===== src/line_irq_defs.svh =====
// constants for the line status and fault interrupt block
`ifndef LINE_IRQ_DEFS_SVH
`define LINE_IRQ_DEFS_SVH

// ======================================================
// channels and lock measurement
`define CH_COUNT        2
`define LOCK_TOL_PPM    100
`define PPM_SCALE       1000000
`define LOCK_WIN_TICKS  20000
`define LOCK_CNT_W      16

// ======================================================
// register map
`define APB_ADDR_W      8
`define REG_FAULT_STAT  8'h00
`define REG_FAULT_EN    8'h04
`define REG_IRQ_STATUS  8'h08
`define REG_IRQ_CLEAR   8'h0c
`define REG_IRQ_ENABLE  8'h10

// ======================================================
// reset values
`define FAULT_EN_RESET  4'h5
`define IRQ_EN_RESET    8'h00

// ======================================================
// fault status fields, two bits each
`define FS_TX_LOCK_LOST_BIT_PEND   0
`define FS_FIERR_PEND   2
`define FS_TX_LOCK_LOST_BIT_LIVE   4
`define FS_LOS_LIVE     6
`define FS_LOL_LIVE     8
`define FS_REF_SEL      10
`define FS_IRQ_N        12

// fault enable fields inside each channel pair
`define FEN_TX_LOCK_LOST_BIT       0
`define FEN_FIERR       1

// sticky event fields, two bits each
`define EV_LOS          0
`define EV_LOL          2
`define EV_TX_LOCK_LOST_BIT        4
`define EV_FIERR        6

`endif


===== src/line_irq_pkg.sv =====
// types for the line status and fault interrupt block
package line_irq_pkg;

   // ======================================================
   // reference frequency selection
   typedef enum logic [1:0] {
      ref_sel_low,
      ref_sel_float,
      ref_sel_high
   } ref_sel_e;

   // ======================================================
   // pins after synchronisation
   typedef struct packed {
      logic       por_n;
      logic [1:0] ref_sel;
      logic       ref_level;
      logic [1:0] rec_mark;
      logic [1:0] realign;
      logic [1:0] fierr;
      logic [1:0] tx_lol;
      logic [1:0] los;
   } line_pins_s;

   // ======================================================
   // state of the controller
   typedef struct packed {
      logic        started;
      ref_sel_e    ref_sel;
      logic [1:0]  tx_lock_lost_bit_pend;
      logic [1:0]  fierr_pend;
      logic [1:0]  tx_irq_n;
      logic [3:0]  fault_en;
      logic [7:0]  ev_sticky;
      logic [7:0]  irq_en;
      logic        irq;
      logic [31:0] prdata;
      logic        pslverr;
      logic [1:0]  lol_prev;
      line_pins_s  prev;
   } ctl_state_s;

endpackage


===== src/pin_sync.sv =====
// three-stage pin synchroniser with agreement filter
`timescale 1ns/100ps
module pin_sync #(
   parameter int WIDTH = 1
) (
   input  wire logic             clk,
   input  wire logic             reset,
   input  wire logic [WIDTH-1:0] pin_in,
   output logic      [WIDTH-1:0] pin_out
);

   typedef struct packed {
      logic [WIDTH-1:0] s1;
      logic [WIDTH-1:0] s2;
      logic [WIDTH-1:0] s3;
      logic [WIDTH-1:0] filt;
   } sync_s;

   sync_s q;
   sync_s d;

   // ======================================================
   // stages
   always_comb begin
      d = q;
      d.s1 = pin_in;
      d.s2 = q.s1;
      d.s3 = q.s2;
      // s1 is left alone: it may still be metastable
      d.filt = (q.s2 & ~(q.s2 ^ q.s3)) | (q.filt & (q.s2 ^ q.s3));
      if (reset) begin
         d = '0;
      end
   end

   always_ff @(posedge clk) begin
      q <= d;
   end

   assign pin_out = q.filt;

endmodule // pin_sync


===== src/ppm_lock_monitor.sv =====
// frequency comparison of recovered marks against reference marks
`timescale 1ns/100ps
`include "line_irq_defs.svh"
module ppm_lock_monitor #(
   parameter int WIN_TICKS = `LOCK_WIN_TICKS,
   parameter int TOL_PPM   = `LOCK_TOL_PPM,
   parameter int CNT_W     = `LOCK_CNT_W
) (
   input  wire logic clk,
   input  wire logic reset,
   input  wire logic ref_tick,
   input  wire logic rec_tick,
   output logic      lock_lost
);

   localparam int TOL = WIN_TICKS * TOL_PPM / `PPM_SCALE;
   localparam logic [CNT_W-1:0] WIN_END = CNT_W'(WIN_TICKS - 1);
   localparam logic [CNT_W-1:0] LO_LIM  = CNT_W'(WIN_TICKS - TOL);
   localparam logic [CNT_W-1:0] HI_LIM  = CNT_W'(WIN_TICKS + TOL);

   typedef struct packed {
      logic [CNT_W-1:0] ref_cnt;
      logic [CNT_W-1:0] rec_cnt;
      logic             lost;
   } mon_s;

   mon_s             q;
   mon_s             d;
   logic [CNT_W-1:0] ref_now;
   logic             win_end;
   logic             out_of_tol;

   assign ref_now    = q.ref_cnt + CNT_W'(ref_tick);
   assign win_end    = rec_tick && (q.rec_cnt == WIN_END);
   assign out_of_tol = (ref_now < LO_LIM) || (ref_now > HI_LIM);

   // ======================================================
   // window counting
   always_comb begin
      d = q;
      d.ref_cnt = ref_now;
      if (win_end) begin
         d.lost    = out_of_tol;
         d.ref_cnt = '0;
         d.rec_cnt = '0;
      end else if (ref_now > HI_LIM) begin
         // recovered marks stopped: no need to wait for them
         d.lost    = 1'b1;
         d.ref_cnt = '0;
         d.rec_cnt = '0;
      end else if (rec_tick) begin
         d.rec_cnt = q.rec_cnt + 1'b1;
      end
      if (reset) begin
         d      = '0;
         d.lost = 1'b1;
      end
   end

   always_ff @(posedge clk) begin
      q <= d;
   end

   assign lock_lost = q.lost;
endmodule // ppm_lock_monitor


===== src/line_status_and_fault_irq.sv =====
// line status outputs and transmit fault interrupts behind apb
`timescale 1ns/100ps
`include "line_irq_defs.svh"
// Function
// - signal-lost output follows the receiver's loss report per channel
// - lock lost when recovered clock is over 100 ppm from reference
// - fault interrupt goes low on an enabled transmitter error event
// - a status register read releases pending transmit fault interrupts
// - a fifo realign pulse clears an interrupt caused by fifo error
// - transmit lock-lost bit falling clears the fault interrupt
// - after reset only transmit lock loss may raise the fault interrupt
// - receiver fault interrupt outputs stay deasserted, being reserved
// - power-on reset pin is active low and holds logic in reset
// - reference selection is sampled only at power-up or reset release
// - asserting fifo realign also clears that channel's fifo error bit
module line_status_and_fault_irq #(
   parameter int ADDR_W    = `APB_ADDR_W,
   parameter int WIN_TICKS = `LOCK_WIN_TICKS
) (
   input  wire logic              clk,
   input  wire logic              reset,
   input  wire logic              psel,
   input  wire logic              penable,
   input  wire logic              pwrite,
   input  wire logic [ADDR_W-1:0] paddr,
   input  wire logic [31:0]       pwdata,
   output logic      [31:0]       prdata,
   output logic                   pready,
   output logic                   pslverr,
   output logic                   irq,
   input  wire logic              power_on_reset_n,
   input  wire logic              ref_clock_in_pos,
   input  wire logic              ref_clock_in_neg,
   input  wire logic [1:0]        ref_freq_select,
   input  wire logic [1:0]        rx_los_detect,
   input  wire logic [1:0]        rec_clock_mark,
   input  wire logic [1:0]        tx_cdr_lock_lost,
   input  wire logic [1:0]        fifo_error_flag,
   input  wire logic [1:0]        fifo_realign_ctl,
   output logic      [1:0]        rx_signal_lost_out,
   output logic      [1:0]        rx_lock_lost_out,
   output logic      [1:0]        tx_fault_irq_n,
   output logic      [1:0]        rx_fault_irq_n
);

   // ======================================================
   // pin synchronisation
   line_irq_pkg::line_pins_s pins_raw;
   line_irq_pkg::line_pins_s pins_f;

   // differential: pos high, neg low; single-ended: neg tied low.
   // the mark inputs must toggle well below a quarter of clk.
   always_comb begin
      pins_raw           = '0;
      pins_raw.por_n     = power_on_reset_n;
      pins_raw.ref_sel   = ref_freq_select;
      pins_raw.ref_level = ref_clock_in_pos & ~ref_clock_in_neg;
      pins_raw.rec_mark  = rec_clock_mark;
      pins_raw.realign   = fifo_realign_ctl;
      pins_raw.fierr     = fifo_error_flag;
      pins_raw.tx_lol    = tx_cdr_lock_lost;
      pins_raw.los       = rx_los_detect;
   end

   pin_sync #(
      .WIDTH   ($bits(line_irq_pkg::line_pins_s))
   ) u_pin_sync (
      .clk     (clk),
      .reset   (reset),
      .pin_in  (pins_raw),
      .pin_out (pins_f)
   );

   // ======================================================
   // internal reset
   logic rst_int;

   assign rst_int = reset | ~pins_f.por_n;

   // ======================================================
   // state and edges
   line_irq_pkg::ctl_state_s st_q;
   line_irq_pkg::ctl_state_s st_d;

   logic       ref_tick;
   logic [1:0] rec_tick;
   logic [1:0] lol;
   logic [1:0] lol_rise;
   logic [1:0] los_rise;
   logic [1:0] tx_lock_lost_bit_rise;
   logic [1:0] tx_lock_lost_bit_fall;
   logic [1:0] fierr_rise;
   logic [1:0] tx_lock_lost_bit_set;
   logic [1:0] fierr_set;
   logic [7:0] ev_now;

   assign ref_tick   = pins_f.ref_level & ~st_q.prev.ref_level;
   assign rec_tick   = pins_f.rec_mark & ~st_q.prev.rec_mark;
   assign los_rise   = pins_f.los & ~st_q.prev.los;
   assign lol_rise   = lol & ~st_q.lol_prev;
   assign tx_lock_lost_bit_rise = pins_f.tx_lol & ~st_q.prev.tx_lol;
   assign tx_lock_lost_bit_fall = ~pins_f.tx_lol & st_q.prev.tx_lol;
   assign fierr_rise = pins_f.fierr & ~st_q.prev.fierr;
   assign ev_now     = {fierr_rise, tx_lock_lost_bit_rise, lol_rise, los_rise};

   // only enabled causes raise a fault
   always_comb begin
      for (int c = 0; c < `CH_COUNT; c++) begin
         tx_lock_lost_bit_set[c] = tx_lock_lost_bit_rise[c] & st_q.fault_en[2*c+`FEN_TX_LOCK_LOST_BIT];
         fierr_set[c] = fierr_rise[c] & st_q.fault_en[2*c+`FEN_FIERR];
      end
   end

   // ======================================================
   // lock monitors
   for (genvar c = 0; c < `CH_COUNT; c++) begin : g_mon
      ppm_lock_monitor #(
         .WIN_TICKS (WIN_TICKS)
      ) u_mon (
         .clk       (clk),
         .reset     (rst_int),
         .ref_tick  (ref_tick),
         .rec_tick  (rec_tick[c]),
         .lock_lost (lol[c])
      );
   end

   // ======================================================
   // apb decode
   logic        acc;
   logic        setup;
   logic        acc_wr;
   logic        fault_read;
   logic [7:0]  ev_clr;
   logic [31:0] rdata;
   logic        rerr;

   assign acc        = psel & penable;
   assign setup      = psel & ~penable;
   assign acc_wr     = acc & pwrite;
   assign fault_read = acc & ~pwrite & (paddr == `REG_FAULT_STAT);
   assign ev_clr     = (acc_wr && paddr == `REG_IRQ_CLEAR) ?
                       pwdata[7:0] : 8'h00;

   // read data is taken in setup so it stands through access
   always_comb begin
      rdata = '0;
      rerr  = 1'b0;
      case (paddr)
         `REG_FAULT_STAT: begin
            rdata[`FS_TX_LOCK_LOST_BIT_PEND +: 2] = st_q.tx_lock_lost_bit_pend;
            rdata[`FS_FIERR_PEND +: 2] = st_q.fierr_pend;
            rdata[`FS_TX_LOCK_LOST_BIT_LIVE +: 2] = pins_f.tx_lol;
            rdata[`FS_LOS_LIVE +: 2]   = pins_f.los;
            rdata[`FS_LOL_LIVE +: 2]   = lol;
            rdata[`FS_REF_SEL +: 2]    = st_q.ref_sel;
            rdata[`FS_IRQ_N +: 2]      = st_q.tx_irq_n;
         end
         `REG_FAULT_EN: begin
            rdata[3:0] = st_q.fault_en;
         end
         `REG_IRQ_STATUS: begin
            rdata[7:0] = st_q.ev_sticky;
         end
         `REG_IRQ_CLEAR: begin
            rdata = '0;
         end
         `REG_IRQ_ENABLE: begin
            rdata[7:0] = st_q.irq_en;
         end
         default: begin
            rerr = 1'b1;
         end
      endcase
   end

   // ======================================================
   // next state
   always_comb begin
      st_d          = st_q;
      st_d.prev     = pins_f;
      st_d.lol_prev = lol;

      if (!st_q.started) begin
         st_d.started = 1'b1;
         case (pins_f.ref_sel)
            2'b00: st_d.ref_sel = line_irq_pkg::ref_sel_low;
            2'b01: st_d.ref_sel = line_irq_pkg::ref_sel_float;
            default: st_d.ref_sel = line_irq_pkg::ref_sel_high;
         endcase
      end

      if (setup) begin
         st_d.prdata  = rdata;
         st_d.pslverr = rerr;
      end
      if (acc_wr && paddr == `REG_FAULT_EN) begin
         st_d.fault_en = pwdata[3:0];
      end
      if (acc_wr && paddr == `REG_IRQ_ENABLE) begin
         st_d.irq_en = pwdata[7:0];
      end

      for (int c = 0; c < `CH_COUNT; c++) begin
         // pending until a clear; set wins
         st_d.tx_lock_lost_bit_pend[c] = (st_q.tx_lock_lost_bit_pend[c] &
                               ~(fault_read | tx_lock_lost_bit_fall[c]))
                              | tx_lock_lost_bit_set[c];
         st_d.fierr_pend[c] = (st_q.fierr_pend[c] &
                               ~(fault_read | tx_lock_lost_bit_fall[c] |
                                 pins_f.realign[c]))
                              | fierr_set[c];
      end
      st_d.tx_irq_n = ~(st_d.tx_lock_lost_bit_pend | st_d.fierr_pend);

      // sticky events, a new event beats the clear
      st_d.ev_sticky = (st_q.ev_sticky & ~ev_clr) | ev_now;
      st_d.irq       = |(st_d.ev_sticky & st_d.irq_en);

      if (rst_int) begin
         st_d          = '0;
         st_d.fault_en = `FAULT_EN_RESET;
         st_d.irq_en   = `IRQ_EN_RESET;
         st_d.tx_irq_n = 2'b11;
         // monitors show lost in reset: no false rise on release
         st_d.lol_prev = 2'b11;
      end
   end

   always_ff @(posedge clk) begin
      st_q <= st_d;
   end

   // ======================================================
   // outputs
   assign prdata  = st_q.prdata;
   assign pready  = acc;
   assign pslverr = acc & st_q.pslverr;
   assign irq     = st_q.irq;

   assign rx_signal_lost_out = pins_f.los;
   assign rx_lock_lost_out   = lol;
   assign tx_fault_irq_n     = st_q.tx_irq_n;
   assign rx_fault_irq_n     = 2'b11;
endmodule // line_status_and_fault_irq


===== config.mk =====
export PLATFORM = sky130hd
export DESIGN_NAME = line_status_and_fault_irq
export DESIGN_NICKNAME = d
export VERILOG_FILES = /design/src/line_irq_pkg.sv /design/src/pin_sync.sv /design/src/ppm_lock_monitor.sv /design/src/line_status_and_fault_irq.sv
export VERILOG_INCLUDE_DIRS = /design/src /design/src/src
export SDC_FILE = /design/constraint.sdc
export NUM_CORES = 1
export LEC_CHECK = 0
export ABC_AREA = 0
export ABC_CLOCK_PERIOD_IN_PS = 5900
export BUFFER_PORTS_ARGS = -buffer_cell sky130_fd_sc_hd__buf_2
export CAP_MARGIN = 20
export CORE_MARGIN = 2
export CORE_UTILIZATION = 55
export DETAILED_ROUTE_END_ITERATION = 6
export GPL_TIMING_DRIVEN = 0
export HOLD_SLACK_MARGIN = 0.02
export PLACE_DENSITY_LB_ADDON = 0.1
export SYNTH_ARGS = -nofsm -noshare
export SYNTH_HDL_FRONTEND = slang
export SYNTH_HIERARCHICAL = 1
export SYNTH_SLANG_ARGS = --single-unit

===== constraint.sdc =====
create_clock -name clk -period 5.9 [get_ports clk]
set_input_delay 0.885 -clock clk [delete_from_list [all_inputs] [get_ports clk]]
set_output_delay 0.885 -clock clk [all_outputs]
set_load 0.02 [all_outputs]

== Word-level counts from Yosys, hierarchy flattened ==
Cells that the tools add are included.
Storage, ports and cells
  ROM bits: 0
  output and inout bits: 43
  bits in registers: 178
  memories kept: 0
  bits in writable memories: 0
  latch bits: 0
  logic and storage cells: 125
Cells by class
  shift-type cells: 0
  reductions and logical operators: 15
  bitwise gates (word level): 57
  order comparisons: 4
  add/subtract/negate cells: 4
  $mul: 0
  equality and inequality tests: 7
  mux-type cells: 11
  divide/modulo/power cells: 0
Operators by type and width (number)
  $add 16x1->16: 2
  $add 16x1->16 const B: 2
  $eq 16x15->1 const B: 2
  $gt 16x15->1 const B: 2
  $lt 16x15->1 const B: 2
  $and 14x14->14: 2
  $and 1x1->1: 16
  $and 8x8->8: 2
  $eq 8x4->1 const B: 2
  $mux 8: 2
  $pmux 4 s4: 1
  $not 14->14: 1
  $not 2->2: 7
  $or 14x14->14: 1
  $xor 14x14->14: 1
  $and 2x2->2: 6
  $pmux 4 s3: 1
  $not 1->1: 9
  $or 1x1->1: 9
  $eq 8x3->1 const B: 1
  $eq 8x5->1 const B: 1
  $logic_not 8->1: 1
  $not 8->8: 1
  $or 8x8->8: 1
  12 further kinds: 23

== Depth between registers and ports, before layout ==
  word-level depth: 10
  gate-level depth with buffers: 12
  depth with buffers taken out: 10

== Cells and area by module ==
The synthesis kept the hierarchy.
Modules (own cells, without submodules)
  ppm_lock_monitor: area each 1773.0 µm², times used 2, cells an instance 216, seq. area each 660.6 µm²
  line_status_and_fault_irq: area each 2628.8 µm², times used 1, cells an instance 289, seq. area each 1121.1 µm²
  pin_sync: area each 1739.2 µm², times used 1, cells an instance 160, seq. area each 1121.1 µm²

== Least setup slack after synthesis ==
Ideal clock, no wire load.
  kind: input port to flip-flop
  start: in paddr[1]
  end: reg st_q, in the netlist irq
  stages on the path: 6
  setup time: 0.135 ns
  required time: 5.765 ns
  arrival time: 2.739 ns
  slack: 3.026 ns
  buffers on the path: 1
  cell sequence: or4_4 buf_6 nor4_4 mux2_2 a22oi_1 a41oi_2
On the way
  longest elaborated chain between the ends: 8
  elaborated cells on any way between the ends: 11
  those cells by class: eq/ne (2); mux (2); bitwise (4); reduce/logical (3)
RTL lines
  start: declaration: RTL line line_status_and_fault_irq.sv:25  | input wire logic [ADDR_W-1:0] paddr,
  $eq 8x4->1
  $logic_and 1x1->1 (no line)
  $mux 8: RTL line line_status_and_fault_irq.sv:142  | assign ev_clr = (acc_wr && paddr == `REG_IRQ_CLEAR) ?
  $not 8->8: RTL line line_status_and_fault_irq.sv:217  | st_d.ev_sticky = (st_q.ev_sticky & ~ev_clr) | ev_now;
  $and 8x8->8: RTL line line_status_and_fault_irq.sv:217
  $or 8x8->8: RTL line line_status_and_fault_irq.sv:217
  $and 8x8->8 (*): RTL line line_status_and_fault_irq.sv:218  | st_d.irq = |(st_d.ev_sticky & st_d.irq_en);
  $reduce_or 8->1 (*): RTL line line_status_and_fault_irq.sv:218
  end signal: assignment: RTL line line_status_and_fault_irq.sv:231  | st_q <= st_d;
  end: declaration: RTL line line_status_and_fault_irq.sv:82  | line_irq_pkg::ctl_state_s st_q;
Every way passes the cells marked *; elsewhere a longest branch is shown, timed or not.
A chain may end at the register's enable or synchronous reset.

==> out/qor.yml <==
outcome: "complete, but fails checks"
path_class: "flop to flop"
crit_arrival_ns: 3.62
wl_per_cell_um: 13.49
cts_resized: 0
vdd_drop_max_uv: 222.6
clockBufferDepth: 2
maxSlewViolCount: 0
final_util_pct: 64.85
area_delta_synth_final_pct: 14.62
synth.most_common_cell: "dfxtp_1"
place_congestion: 0.8905
via_count: 6125
die_h_um: 124.0
maxCapViolCount: 0
synth-simple-area-share_pct: 26.32
drive_above_1_share_pct: 19.21
async_reset_ff_share_pct: 0
yosysSeqAreaShare_pct: 45.03
synth_common_cells: "dfxtp_1, nand2_1, nor2_1"
p_leak_nw: 3.484
synth.area.top_cells: "dfxtp_1, buf_4, nand2_1, nor2_1, nor2b_1"
path_max_fanout: 10
syn_inst: 881
pwr_density_cell_mw_per_mm2: 262.6
synthFlopType: "dfxtp_1"
grt_usage_pct: 21.75
drt_iter0_drc: 511
grt_overflow: 0
rows: 43
cts_hold_buf: 0
port_buffers: 58
nets: 1044
rsz0062_at_grt: "false"
grt_pass1_wl_um: 26170
cts_tree: "built"
synth_edf_count: 0
io_pins: 103
synth-compound-area-share_pct: 9.929
max_slew_margin_pct: 37.65
critical_path_buf_inv_count: 2
die_area_mm2: 0.01536
skew_ns: 0.01038
post-route-period-util_pct: 56.00
fillers: 1239
place_area_mm2: 0.008497
antenna_found_initial: 0
grt_pass1_vias: 5623
clkSinkCount: 178
hpwl_um: 11180
worstPathRequired_ns: 6.22
worst_slew_pin_slew_ns: 0.9275
hold_path_class: "flop to flop"
die_w_um: 124.0
synth_cell_type_count: 59
fmax_ghz: 0.3027
endpoint_kind: "flop"
path_clk_slew_ns: 0.07
post_synth_fa_ha_maj_area_fraction_pct: 1.265
setup_tns_ns: 0
finalHoldWorstSlack_ns: 0.4344
min_period_ns: 3.304
cts_buffers: 17
violations: "DRC"
cts-root-buf: "clkbuf_16"
h-tree-depth: 4
fin_area_mm2: 0.009071
yosysWarnings: 6
finalHoldViolCount: 0
vias_per_cell: 5.240
ys_ff_latch: 178
synth_mux_area_share_pct: 2.783
grt_max_degree: 18
synthesis.area_mm2: 0.007914
wirelength_um: 15770
post-cts-setup-buffer-count: 0
worst_path_dominant_cell_family: "simple AND/OR/NAND/NOR gates"
syn_area_per_cell_um2: 8.983
max_stage_delay_ns: 0.44
antenna_cells: 0
crit_chain: "buf_4 > nor2b_1 > ha_1 > ha_1 > nand4_2 > or3_4 > mux2i_1 > a211oi_1 > o2111ai_1 > nand3_2 > buf_4 > nor2_1"
clk-insertion-delay-late_ns: 0.43
drtPass1Iterations: 7
critPathLaunchType: "flop"
yosysTopAreaCell: "dfxtp_1"
synth_top_family_by_area: "simple AND/OR/NAND/NOR gates"
synth-xor-area-share_pct: 6.640
yosys.area.top_type_share_pct: 45.03
setup_viol: 0
initial_core_util_pct: 56.57
drc_errors: 1
ant_nets: 0
core_mm2: 0.01399
slowest_stage: "or3_4"
-- registers in the layout, indices dropped and copies added, names as in the netlist, named ones only --
signal / count
g_mon.u_mon/lock_lost: 2
prdata: 14
tx_fault_irq_n: 2
u_pin_sync/q: 42
st_q: 39
g_mon.u_mon/q: 64
irq: 1
-- where the power goes --
part	switching, mW	internal (mW)	total [mW]
Sequential	0.00403	1.21	1.22
Clock	0.500	0.590	1.09
Combinational	0.0411	0.0342	0.0753
-- final timing paths --
path | start | to | slack, ns | cells past startpoint
max | flop | g_mon[1].u_mon/q[30]$_SDFF_PP0_ | 2.60 | 12
max reg2reg | flop | g_mon[1].u_mon/q[30]$_SDFF_PP0_ | 2.60 | 12
min | u_pin_sync/q[53]$_SDFF_PP0_ | u_pin_sync/q[39]$_SDFF_PP0_ | 0.43 | 1
min reg2reg | u_pin_sync/q[53]$_SDFF_PP0_ | u_pin_sync/q[39]$_SDFF_PP0_ | 0.43 | 1
-- final cells by class --
class	count	area (µm²)	share of cell area, %
Tap cell	180	225.2	2.483
Clock buffer	20	466.7	5.145
Clock inverter	12	107.6	1.186
Inverter	15	56.30	0.6207
Buffer	80	564.3	6.221
Sequential cell	178	3563	39.28
Timing Repair Buffer	58	290.3	3.200
Multi-Input combinational cell	626	3797	41.86
-- cell usage in the layout (no fill, tap or decap), drive strengths merged, types with 3 or more instances in the layout --
| cell type | netlist | final |
|---|---|---|
| dfxtp | 178 | 178 |
| buf | 68 | 126 |
| nand2 | 106 | 106 |
| nor2 | 105 | 105 |
| nor2b | 60 | 60 |
| a21oi | 33 | 33 |
| clkbuf | 12 | 32 |
| xnor2 | 30 | 30 |
| xor2 | 30 | 30 |
| nand3 | 30 | 30 |
| inv | 15 | 24 |
| conb | 4 | 22 |
| o21ai | 20 | 20 |
| nand4 | 18 | 18 |
| and2 | 17 | 17 |
| and3 | 14 | 14 |
| mux2i | 13 | 13 |
| nor4 | 12 | 12 |
| a2bb2oi | 10 | 10 |
| a222oi | 8 | 8 |
| mux2 | 8 | 8 |
| o21bai | 8 | 8 |
| ha | 8 | 8 |
| nor3 | 7 | 7 |
| nor3b | 7 | 7 |
| o2bb2ai | 6 | 6 |
| a31oi | 6 | 6 |
| and4 | 5 | 5 |
| or2 | 5 | 5 |
| o311ai | 4 | 4 |
| o22ai | 4 | 4 |
| nand4b | 4 | 4 |
| nand2b | 3 | 3 |
| a211oi | 3 | 3 |
| or3 | 3 | 3 |
-- routing by layer --
metal / vias to the layer above / global-route usage, % / part of all wire [%] / routed length, µm
li1: 3135 / - / - / -
met1: 2814 / 29.01 / 47 / 7464
met2: 155 / 35.06 / 45 / 7100
met3: 21 / 4.670 / 6.3 / 988
met4: 0 / 7.514 / 1.4 / 216
met5: - / 0 / 0 / 0
-- logic make-up (layout without fill, tap and decap cells) --
| family | after synthesis | in the layout |
|---|---|---|
| AND/OR/NAND/NOR | 400 | 400 |
| flip-flops | 178 | 178 |
| AO/OA/AOI/OAI | 115 | 115 |
| buffers and inverters | 95 | 185 |
| XOR/XNOR | 60 | 60 |
| multiplexers | 21 | 21 |
| adder cells (fa/ha/maj) | 8 | 8 |
| other | 4 | 22 |
-- per-stage QoR --
stage / power (mW) / instances / setup WS (ns)
after floorplan: 1.296 / 899 / 3.026
after global placement: 1.319 / 1137 / 2.540
after detailed placement: 1.319 / 1137 / 2.533
after CTS: 2.399 / 1169 / 2.615
after global routing: 2.468 / 1169 / 2.371
final: 2.382 / 1169 / 2.596
Note: power is estimated with default switching activity, not from simulation.
